[config.mk]
export PLATFORM = sky130hd
export DESIGN_NAME = pec_event_log
export DESIGN_NICKNAME = d
export VERILOG_FILES = /design/src/rtl/pec_event_log.v /design/src/rtl/pec_sat_counter.v
export VERILOG_INCLUDE_DIRS = /design/src /design/src/rtl
export SDC_FILE = /design/constraint.sdc
export NUM_CORES = 1
export LEC_CHECK = 0
export BUFFER_PORTS_ARGS = -buffer_cell sky130_fd_sc_hd__buf_4
export CAP_MARGIN = 20
export CORE_ASPECT_RATIO = 1.5
export CORE_MARGIN = 1.5
export CORE_UTILIZATION = 62
export DETAILED_ROUTE_END_ITERATION = 12
export PLACE_DENSITY = 0.8
export REMOVE_ABC_BUFFERS = 1
export SKIP_LAST_GASP = 1
export SLEW_MARGIN = 20
export SYNTH_ARGS = -nofsm -noshare
export SYNTH_HDL_FRONTEND = slang
export SYNTH_SLANG_ARGS = --single-unit
[constraint.sdc]
create_clock -name sys_clk_in -period 5.7 [get_ports sys_clk_in]
set_input_delay 0.855 -clock sys_clk_in [delete_from_list [all_inputs] [get_ports sys_clk_in]]
set_output_delay 0.855 -clock sys_clk_in [all_outputs]
set_load 0.05 [all_outputs]
[src/rtl/pec_defines.vh]
`ifndef PEC_DEFINES_VH
`define PEC_DEFINES_VH

`define PEC_PAGE_BYTES      10'd512
`define PEC_HDR_BYTE0       8'h01
`define PEC_SIZE_LSB        12
`define PEC_SIZE_MSB        14
`define PEC_SIZE_16         3'h1
`define PEC_SIZE_32         3'h2
`define PEC_SIZE_48         3'h3
`define PEC_SIZE_64         3'h4
`define PEC_EV_END          12'h000
`define PEC_EV_ICRC_CMD     12'h001
`define PEC_EV_PHY_DROP     12'h009
`define PEC_EV_SIG_SENT     12'h00a
`define PEC_EV_RX_CRC       12'h00b
`define PEC_EV_RX_OTHER     12'h00d
`define PEC_FIRST_ENTRY     10'd4
`define PEC_END_BYTE        10'd24
`define PEC_PAD_FIRST       10'd26
`define PEC_CSUM_BYTE       10'd511
`define PEC_NUM_CNT         5

`endif

[src/rtl/pec_event_log.v]
// Functional notes
// - Each entry: 16-bit identifier then value
// - Identifier bits 14:12 hold size code
// - Values fill whole 16-bit words
// - List ends with zero identifier, no value
// - Count commands failed by interface CRC
// - Count own link ready-to-not-ready drops
// - Count signature FISes sent after COMRESET
// - Count received FISes with CRC error
// - Count received FISes with other errors
// - Transmit events outbound, receive events inbound
// - 4-byte header, ordered entries, zero padding
// - Byte 511 makes page sum zero
// - Clear at power-up; no other reset clears
// - Read with clear flag resets after return
// - BIST Activate FIS resets all counters
`timescale 1ns/1ps
`include "pec_defines.vh"

module pec_event_log #(
    parameter CNT_WIDTH = 16
) (
    // Clock and reset
    input  wire       sys_clk_in,
    input  wire       sys_rst_in,
    // Event strobes, one cycle each
    input  wire       icrc_cmd_fail_in,
    input  wire       phy_rdy_drop_in,
    input  wire       sig_fis_sent_in,
    input  wire       rx_fis_crc_err_in,
    input  wire       rx_fis_other_err_in,
    input  wire       bist_activate_in,
    // Page read request
    input  wire       read_start_in,
    input  wire       read_clear_in,
    output wire       read_busy_out,
    // Byte stream out
    output reg  [7:0] page_data_out,
    output reg        page_valid_out,
    output reg        page_last_out,
    input  wire       page_ready_in
);
    localparam ST_IDLE = 2'd0;
    localparam ST_SEND = 2'd1;
    localparam ST_DONE = 2'd2;

    // Width to size code; unlisted widths fall back to the 16-bit code
    function [2:0] size_code;
        input integer width;
        begin
            case (width)
                64:      size_code = `PEC_SIZE_64;
                48:      size_code = `PEC_SIZE_48;
                32:      size_code = `PEC_SIZE_32;
                default: size_code = `PEC_SIZE_16;
            endcase
        end
    endfunction

    localparam [2:0]   SIZE_CODE     = size_code(CNT_WIDTH);
    localparam integer ENTRY_BYTES_I = 2 + CNT_WIDTH / 8;
    localparam [9:0]   ENTRY_BYTES   = ENTRY_BYTES_I[9:0];
    localparam integer LIST_BYTES_I  = ENTRY_BYTES_I * `PEC_NUM_CNT;
    localparam [9:0]   LIST_BYTES    = LIST_BYTES_I[9:0];

    reg  [1:0]  state_reg;
    reg  [1:0]  state_next;
    reg  [9:0]  idx_reg;
    reg  [7:0]  sum_reg;
    reg         clr_reg;
    reg  [CNT_WIDTH*`PEC_NUM_CNT-1:0] snap_reg;
    wire [CNT_WIDTH*`PEC_NUM_CNT-1:0] live;
    wire [`PEC_NUM_CNT-1:0]           ev_vec;
    wire        clear_all;
    wire        beat;
    reg  [7:0]  byte_val;

    // Outbound events versus inbound events kept apart by source
    assign ev_vec = {rx_fis_other_err_in,
                     rx_fis_crc_err_in,
                     sig_fis_sent_in,
                     phy_rdy_drop_in,
                     icrc_cmd_fail_in};

    assign beat      = page_valid_out && page_ready_in;
    // Clear applied when the last byte leaves, so the page reports pre-clear values
    assign clear_all = bist_activate_in ||
                       (beat && page_last_out && clr_reg);

    genvar g;
    generate
        for (g = 0; g < `PEC_NUM_CNT; g = g + 1) begin : g_cnt
            pec_sat_counter #(
                .WIDTH (CNT_WIDTH)
            ) u_cnt (
                .sys_clk_in (sys_clk_in),
                .sys_rst_in (sys_rst_in),
                .event_in   (ev_vec[g]),
                .clear_in   (clear_all),
                .count_out  (live[g*CNT_WIDTH +: CNT_WIDTH])
            );
        end
    endgenerate

    function [11:0] ev_code;
        input [2:0] n;
        begin
            case (n)
                3'd0:    ev_code = `PEC_EV_ICRC_CMD;
                3'd1:    ev_code = `PEC_EV_PHY_DROP;
                3'd2:    ev_code = `PEC_EV_SIG_SENT;
                3'd3:    ev_code = `PEC_EV_RX_CRC;
                3'd4:    ev_code = `PEC_EV_RX_OTHER;
                default: ev_code = `PEC_EV_END;
            endcase
        end
    endfunction

    // Identifier word: bit 15 reserved, size code, event code
    function [15:0] ident_word;
        input [2:0]  size;
        input [11:0] code;
        begin
            ident_word = {1'b0, size, code};
        end
    endfunction

    function [7:0] word_byte;
        input [15:0] word;
        input        lane;
        begin
            word_byte = lane ? word[15:8] : word[7:0];
        end
    endfunction

    // Page byte generator, values little-endian
    reg [9:0]  rel;
    reg [9:0]  ent_wide;
    reg [2:0]  ent;
    reg [9:0]  off;
    reg [15:0] ident;
    reg [CNT_WIDTH-1:0] val;
    always @* begin
        rel      = 10'd0;
        ent_wide = 10'd0;
        ent      = 3'd0;
        off      = 10'd0;
        ident    = 16'h0000;
        val      = {CNT_WIDTH{1'b0}};
        byte_val = 8'h00;
        if (idx_reg == 10'd0) begin
            byte_val = `PEC_HDR_BYTE0;
        end else if (idx_reg == `PEC_CSUM_BYTE) begin
            byte_val = 8'h00 - sum_reg;
        end else if (idx_reg >= `PEC_FIRST_ENTRY) begin
            rel = idx_reg - `PEC_FIRST_ENTRY;
            if (rel < LIST_BYTES) begin
                ent_wide = rel / ENTRY_BYTES;
                ent      = ent_wide[2:0];
                off      = rel - ent_wide * ENTRY_BYTES;
                ident    = ident_word(SIZE_CODE, ev_code(ent));
                val      = snap_reg[ent*CNT_WIDTH +: CNT_WIDTH];
                if (off < 10'd2) begin
                    byte_val = word_byte(ident, off[0]);
                end else begin
                    byte_val = val[(off-10'd2)*8 +: 8];
                end
            end else if (rel < LIST_BYTES + 10'd2) begin
                // End marker: size 0, event 000h, no value follows
                ident    = ident_word(3'h0, `PEC_EV_END);
                byte_val = word_byte(ident, rel[0]);
            end
            // Bytes past the end marker stay zero up to the checksum
        end
    end

    always @* begin
        state_next = state_reg;
        case (state_reg)
            ST_IDLE: if (read_start_in) state_next = ST_SEND;
            ST_SEND: if (beat && page_last_out) state_next = ST_DONE;
            ST_DONE: state_next = ST_IDLE;
            default: state_next = ST_IDLE;
        endcase
    end

    always @(posedge sys_clk_in) begin
        if (sys_rst_in) begin
            state_reg      <= ST_IDLE;
            idx_reg        <= 10'd0;
            sum_reg        <= 8'h00;
            clr_reg        <= 1'b0;
            snap_reg       <= {(CNT_WIDTH*`PEC_NUM_CNT){1'b0}};
            page_data_out  <= 8'h00;
            page_valid_out <= 1'b0;
            page_last_out  <= 1'b0;
        end else begin
            state_reg <= state_next;
            case (state_reg)
                ST_IDLE: begin
                    if (read_start_in) begin
                        // Snapshot keeps entries coherent while events continue
                        snap_reg <= live;
                        clr_reg  <= read_clear_in;
                        idx_reg  <= 10'd0;
                        sum_reg  <= 8'h00;
                    end
                end
                ST_SEND: begin
                    if (!page_valid_out || beat) begin
                        if (beat && page_last_out) begin
                            page_valid_out <= 1'b0;
                            page_last_out  <= 1'b0;
                        end else begin
                            page_data_out  <= byte_val;
                            page_valid_out <= 1'b1;
                            page_last_out  <= (idx_reg == `PEC_CSUM_BYTE);
                            sum_reg        <= sum_reg + byte_val;
                            idx_reg        <= idx_reg + 10'd1;
                        end
                    end
                end
                default: begin
                    page_valid_out <= 1'b0;
                    page_last_out  <= 1'b0;
                end
            endcase
        end
    end

    assign read_busy_out = (state_reg != ST_IDLE);
endmodule

[src/rtl/pec_sat_counter.v]
`timescale 1ns/1ps
`include "pec_defines.vh"

module pec_sat_counter #(
    parameter WIDTH = 16
) (
    // Clock and reset
    input  wire             sys_clk_in,
    input  wire             sys_rst_in,
    // Control
    input  wire             event_in,
    input  wire             clear_in,
    // Value
    output wire [WIDTH-1:0] count_out
);
    reg [WIDTH-1:0] count_reg;
    reg [WIDTH-1:0] count_next;

    always @* begin
        count_next = count_reg;
        if (clear_in) begin
            // Clear beats a coincident event; the event belongs to the new epoch
            count_next = event_in ? {{(WIDTH-1){1'b0}}, 1'b1} : {WIDTH{1'b0}};
        end else if (event_in && (count_reg != {WIDTH{1'b1}})) begin
            count_next = count_reg + {{(WIDTH-1){1'b0}}, 1'b1};
        end
    end

    // Power-up reset and clear_in clear; link resets do not reach here
    always @(posedge sys_clk_in) begin
        if (sys_rst_in) begin
            count_reg <= {WIDTH{1'b0}};
        end else begin
            count_reg <= count_next;
        end
    end

    assign count_out = count_reg;
endmodule

==> impl_metrics.tcl, run 1 <==
set metrics [dict create \
    power.total_mw 2.80 \
    vias_per_cell 5.84 \
    die_w_um 102 \
    final_util_pct 70.1 \
    yosys.area_share.xor_xnor_pct 7.45 \
    cts.clk_slew.worst_paths_ns 0.07 \
    synthFlopType "sky130_fd_sc_hd__dfxtp_1" \
    clock_tree.root_cell "sky130_fd_sc_hd__clkbuf_16" \
    worstPathMaxFanout 25 \
    synth_sequential_area_ratio_pct 42.3 \
    drt_wl_total_mm 21.5 \
    mapped_avg_cell_area_um2 8.22 \
    drt_drc_violations_left 0 \
    io-pin-count 22 \
    die_h_um 151 \
    globalRouteOverflowTotal 0 \
    timing.final.setup_violations 0 \
    cts.hold.buffers_added 0 \
    port_buffers 21 \
    worst-endpoint-arrival_ns 4.83 \
    cts_tree "built" \
    floorplan.core_area_mm2 0.0141 \
    critical_path.reg2reg.startpoint "idx_reg[2]" \
    preCtsSetupSlack_ns 1.31 \
    route.detailed.wl_per_inst_um 16.6 \
    final_antenna_net_count 0 \
    syn-instance-count 1099 \
    die_area_mm2 0.0153 \
    compound_gate_fraction_of_synth_area_pct 13.1 \
    final_layout_size_suffix_gt1_share_pct 8.70 \
    hp-class "reg -> reg" \
    dr.pass1.iters 5 \
    postSynth.asyncResetShare_pct 0 \
    edff_count_synth 0 \
    gp_congestion 0.902 \
    synth_top_family_by_area "simple AND/OR/NAND/NOR gates" \
    yosys_warnings 0 \
    synthToLayoutAreaGrowth_pct 9.58 \
    initial_utilization_pct 64.0 \
    syn_area_mm2 0.00904 \
    timing.max_slew.rel_slack_pct 35.7 \
    muxShareOfSynthArea_pct 4.98 \
    ys_ff_latch 191 \
    initialDrtViolationCount 468 \
    start_point_of_the_critical_path "idx_reg[2]" \
    worst_hold_launch "snap_reg[0]" \
    startpoint_type_of_the_worst_setup_path "flop" \
    cts_setup_buffers 0 \
    layout.nets 1125 \
    grt_first_pass_wirelength_mm 35.4 \
    final_period_minus_worst_setup_slack_ns 4.47 \
    simple_gate_area_share_of_the_yosys_netlist_pct 25.4 \
    numClockSinks 191 \
    synth-adder-area-share_pct 3.27 \
    number_of_antenna_violations_at_the_first_check_in_global_routing 0 \
    grt_setup_unrepaired "no" \
    num_vias 7574 \
    fin_crit_sh_pct 78.4 \
    clock_tree.buffer_depth 2 \
    irDropWorstVdd_mv 0.255 \
    clock.fmax_ghz 0.224 \
    grt_pass1_vias 7373 \
    power_leakage_nw 3.47 \
    pin_count_of_the_biggest_net_entering_global_routing 84 \
    worstSetupEndpointType "flop" \
    dpl_cell_area_mm2 0.00926 \
    required_ns 6.06 \
    filler_cell_count 1176 \
    post_cts_sizing 0 \
    synth_cell_types 63 \
    final_area_mm2 0.00990 \
    cts-buffers-inserted 17 \
    global_router_s_overall_resource_usage_pct 29.6 \
    dp_hpwl_mm 15.2 \
    clock_insertion_delay_worst_skew_ns 0.43 \
    h-tree-depth 4 \
    p_per_area_mw_per_mm2 283 \
    n_antenna_cell 0 \
    timing.final.max_slew_violations 0 \
    final.setup_skew_ns 0.00794 \
    run_status "finished clean" \
    postLayoutSetupSlackWorst_ns 1.23 \
    worstMarginPinSlew_ns 0.961 \
    hold_viol 0 \
    max-cap-violations 0 \
    totalNegativeSetupSlack_ns 0 \
    critPathKind "reg -> reg" \
    row_count 53 \
]
-- synthesized netlist by cell type, drive strengths merged, types with 4 or more instances --
cell type / count / area [µm²]
a211oi: 9 / 72.6
a21oi: 112 / 561
a22oi: 11 / 82.6
a31oi: 8 / 50.1
and2: 8 / 50.1
and3: 16 / 101
and4: 12 / 105
buf: 15 / 87.6
clkbuf: 40 / 150
dfxtp: 191 / 3820
ha: 22 / 275
inv: 20 / 75.1
mux2i: 9 / 90.1
mux4: 16 / 360
nand2: 230 / 866
nand2b: 5 / 31.3
nand3: 47 / 235
nand4: 23 / 144
nor2: 121 / 457
nor2b: 4 / 25.0
nor3: 24 / 120
o21ai: 29 / 145
o22ai: 4 / 31.3
or3: 13 / 81.3
xnor2: 25 / 226
xor2: 51 / 447
-- per-layer routing --
metal | routed length, µm | vias to the layer above | global-route usage, %
met1 | 8630 | 3583 | 33.4
met4 | 776 | 0 | 13.1
met5 | 0 | - | 0
met3 | 768 | 47 | 4.98
met2 | 11300 | 174 | 53.8
li1 | - | 3770 | -
-- worst max-delay path, stage by stage, from the launching register on --
cell	delay, ns
sky130_fd_sc_hd__dfxtp_1	0.31
sky130_fd_sc_hd__buf_4	0.35
sky130_fd_sc_hd__inv_2	0.14
sky130_fd_sc_hd__ha_1	0.77
sky130_fd_sc_hd__and2_1	0.45
sky130_fd_sc_hd__nand3_1	0.12
sky130_fd_sc_hd__a21oi_1	0.18
sky130_fd_sc_hd__a31oi_1	0.08
sky130_fd_sc_hd__o21ai_1	0.13
sky130_fd_sc_hd__and2_1	0.20
sky130_fd_sc_hd__ha_1	0.25
sky130_fd_sc_hd__a21o_1	0.16
sky130_fd_sc_hd__a21oi_1	0.24
sky130_fd_sc_hd__o21ai_0	0.22
sky130_fd_sc_hd__o41ai_4	0.25
sky130_fd_sc_hd__xnor2_1	0.11
sky130_fd_sc_hd__or3_1	0.31
sky130_fd_sc_hd__a31oi_1	0.12
-- where the power goes --
group	switching, mW	total, mW	internal [mW]	leakage (nW)
sequential	0.0121	1.36	1.34	1.54
clock	0.522	1.30	0.774	0.319
combinational	0.109	0.148	0.0392	1.61
-- path summary, 6_finish.rpt --
check	to	slack (ns)	cells past startpoint
worst min register to register	snap_reg[0]	0.46	2
worst max register to register	sum_reg[7]	1.23	17
worst max-delay path	sum_reg[7]	1.23	17
worst min-delay path	snap_reg[0]	0.46	2
-- kinds of logic after synthesis --
family / after synthesis
DFF: 191
buffers and inverters: 75
and+or+nand+nor: 512
xor gates and xnor gates: 76
AOI/OAI and AO/OA: 197
muxes: 25
adders and majority gates: 23
-- cell usage in the layout, fill, tap and decap left out, types with 9 or more instances in the layout --
master	count
sky130_fd_sc_hd__nand2_1	228
sky130_fd_sc_hd__dfxtp_1	191
sky130_fd_sc_hd__nor2_1	120
sky130_fd_sc_hd__a21oi_1	112
sky130_fd_sc_hd__xor2_1	51
sky130_fd_sc_hd__nand3_1	47
sky130_fd_sc_hd__buf_4	28
sky130_fd_sc_hd__o21ai_0	26
sky130_fd_sc_hd__nor3_1	24
sky130_fd_sc_hd__xnor2_1	24
sky130_fd_sc_hd__nand4_1	23
sky130_fd_sc_hd__ha_1	22
sky130_fd_sc_hd__inv_1	18
sky130_fd_sc_hd__clkbuf_16	17
sky130_fd_sc_hd__mux4_2	16
sky130_fd_sc_hd__and3_1	15
sky130_fd_sc_hd__or3_1	13
sky130_fd_sc_hd__and4_1	12
sky130_fd_sc_hd__a22oi_1	11
sky130_fd_sc_hd__mux2i_1	9
-- through the flow --
stage / hold slack [ns] / instances
floorplan: 0.426 / 1044
global placement: 0.440 / 1264
detailed placement: 0.453 / 1264
CTS: 0.462 / 1296
global route: 0.478 / 1296
finish: 0.461 / 1296
-- final cells by class --
class                           instances  area (µm²)  area share (%)
Multi-Input combinational cell        833        4910            49.5
Sequential cell                       191        3820            38.6
Clock buffer                           20         467            4.71
Tap cell                              192         240            2.43
Timing Repair Buffer                   28         210            2.12
Clock inverter                         12         180            1.82
Inverter                               20        75.1           0.758
(Power assumes the default switching activity.)
==> run 2: changes to the inputs <==
clock period = 4.6 ns   (was 5.7 ns; I/O delays follow)
==> run 2 against run 1 <==
Compared with the run above:
- core utilization shrank 0.097 points
- register-to-register slack lost 0.70 ns
- final area shrank 0.14%
- critical path type unchanged
- critical endpoint unchanged
- largest power group unchanged
==> impl_metrics.tcl, run 2 (same netlist as run 1, synthesis figures left out) <==
set metrics [dict create \
    timing.final.setup_violations 0 \
    hold_viol 0 \
    clock.fmax_ghz 0.246 \
    cts.clk_slew.worst_paths_ns 0.07 \
    run_status "finished clean" \
    globalRoute.busiestLayer "met2" \
    power_leakage_nw 3.47 \
    worstSetupEndpointType "flop" \
    grt_pass1_vias 7222 \
    initial_utilization_pct 64.0 \
    drt_drc_violations_left 0 \
    clock_tree.buffer_depth 2 \
    die_h_um 151 \
    n_antenna_cell 0 \
    floorplan.core_area_mm2 0.0141 \
    r2r_cells 16 \
    cts_tree "built" \
    initialDrtViolationCount 415 \
    critPathKind "reg -> reg" \
    post_cts_sizing 0 \
    h-tree-depth 4 \
    irDropWorstVdd_mv 0.350 \
    fin_crit_sh_pct 88.5 \
    crit_path_max_incr_delay_ns 0.54 \
    startpoint_type_of_the_worst_setup_path "flop" \
    numClockSinks 191 \
    grt_setup_unrepaired "no" \
    final_period_minus_worst_setup_slack_ns 4.07 \
    dpl_cell_area_mm2 0.00929 \
    worstPathMaxFanout 10 \
    timing.max_slew.rel_slack_pct 37.9 \
    die_w_um 102 \
    holdPathStages 2 \
    globalRouteMet3Util_pct 5.21 \
    cts_setup_buffers 0 \
    totalNegativeSetupSlack_ns 0 \
    cp_num_buf_inv 2 \
    most_used_cells_in_the_layout_excluding_fill_and_tap_cells "sky130_fd_sc_hd__nand2_1 (228), sky130_fd_sc_hd__dfxtp_1 (191), sky130_fd_sc_hd__nor2_1 (120)" \
    cts-buffers-inserted 17 \
    worst_path_max_delay_cell "sky130_fd_sc_hd__ha_1" \
    max-cap-violations 0 \
    timing.final.max_slew_violations 0 \
    vias_per_cell 5.91 \
    num_vias 7679 \
    final_util_pct 70.0 \
    row_count 53 \
    worst-endpoint-arrival_ns 4.43 \
    final_area_mm2 0.00989 \
    pin_count_of_the_biggest_net_entering_global_routing 75 \
    layout_commonest_cell "sky130_fd_sc_hd__nand2_1" \
    power.total_mw 3.36 \
    dp_hpwl_mm 15.1 \
    required_ns 4.96 \
    cp.depth 16 \
    grt_util_met1_pct 33.0 \
    final_antenna_net_count 0 \
    io-pin-count 22 \
    number_of_antenna_violations_at_the_first_check_in_global_routing 0 \
    route.detailed.wl_per_inst_um 16.4 \
    clock_tree.root_cell "sky130_fd_sc_hd__clkbuf_16" \
    synthToLayoutAreaGrowth_pct 9.43 \
    grt_first_pass_wirelength_mm 35.1 \
    final.setup_skew_ns 0.00636 \
    global_router_s_overall_resource_usage_pct 29.3 \
    drt_wl_total_mm 21.4 \
    die_area_mm2 0.0153 \
    gp_congestion 0.968 \
    globalRouteOverflowTotal 0 \
    crit_path_cell_trace "inv_1, ha_1, buf_4, mux4_2, nand2_1, nand3_1, a31oi_1, o22ai_1, and2_1, ha_1, a21oi_1, o21ai_0, o41ai_4, xnor2_1, or3_1, a31oi_1" \
    p_per_area_mw_per_mm2 340 \
    hp-class "reg -> reg" \
    final_layout_size_suffix_gt1_share_pct 8.84 \
    port_buffers 21 \
    clock_insertion_delay_worst_skew_ns 0.43 \
    worstMarginPinSlew_ns 0.931 \
    layout.nets 1129 \
    critical_path.top_delay_family "compound AO/OA/AOI/OAI gates" \
    dr.pass1.iters 6 \
    cts.hold.buffers_added 0 \
    use_met2_pct 53.4 \
]
-- run 2: cell types whose count changed in the layout (fill, tap and decap cells not counted) --
cell / previous run / this run
sky130_fd_sc_hd__inv_6: 2 / 1
sky130_fd_sc_hd__clkbuf_8: 3 / 5
sky130_fd_sc_hd__inv_8: 1 / 0
sky130_fd_sc_hd__clkinvlp_4: 1 / 0
sky130_fd_sc_hd__bufinv_16: 4 / 2
sky130_fd_sc_hd__buf_4: 28 / 32
sky130_fd_sc_hd__clkinv_4: 1 / 2
sky130_fd_sc_hd__clkbuf_1: 0 / 2
-- run 2: stage by stage --
step	hold slack [ns]	std cells	setup WS (ns)
2_1_floorplan	0.426	1044	0.184
3_3_place_gp	0.445	1268	0.702
3_5_place_dp	0.448	1268	0.563
4_1_cts	0.457	1300	0.551
5_1_grt	0.476	1300	0.217
6_report	0.455	1300	0.530
-- run 2: where the power goes --
part           internal (mW)  switching (mW)
registers               1.67          0.0141
clock network          0.875           0.619
logic                 0.0488           0.135
-- run 2: worst register-to-register path: stages, from the launching register on --
cell and delay, ns:
sky130_fd_sc_hd__dfxtp_1 0.45, sky130_fd_sc_hd__inv_1 0.17, sky130_fd_sc_hd__ha_1 0.54, sky130_fd_sc_hd__buf_4 0.25
sky130_fd_sc_hd__mux4_2 0.32, sky130_fd_sc_hd__nand2_1 0.08, sky130_fd_sc_hd__nand3_1 0.07, sky130_fd_sc_hd__a31oi_1 0.21
sky130_fd_sc_hd__o22ai_1 0.14, sky130_fd_sc_hd__and2_1 0.18, sky130_fd_sc_hd__ha_1 0.31, sky130_fd_sc_hd__a21oi_1 0.24
sky130_fd_sc_hd__o21ai_0 0.22, sky130_fd_sc_hd__o41ai_4 0.25, sky130_fd_sc_hd__xnor2_1 0.11, sky130_fd_sc_hd__or3_1 0.31
sky130_fd_sc_hd__a31oi_1 0.12
-- run 2: cell type report --
class,count,area [µm²]
clock inverter,8,101
fill,1187,4240
sequential,191,3820
timing repair buffer,32,240
tap,192,240
clock buffer,24,502
multi-input combinational,833,4910
inverter,20,75.1
-- run 2: path summary, 6_finish.rpt --
check	from	end	slack (ns)
hold reg to reg	page_data_out[6]	page_data_out[6]	0.45
setup / recovery	idx_reg[3]	sum_reg[7]	0.53
setup reg to reg	idx_reg[3]	sum_reg[7]	0.53
hold / removal	page_data_out[6]	page_data_out[6]	0.45
-- run 2: routing by layer --
metal	part of all wire (%)	routed length (µm)	vias up
met1	40	8540	3665
met4	3.5	745	0
met2	53	11300	178
li1	-	-	3786
met5	0	0	-
met3	3.7	783	50
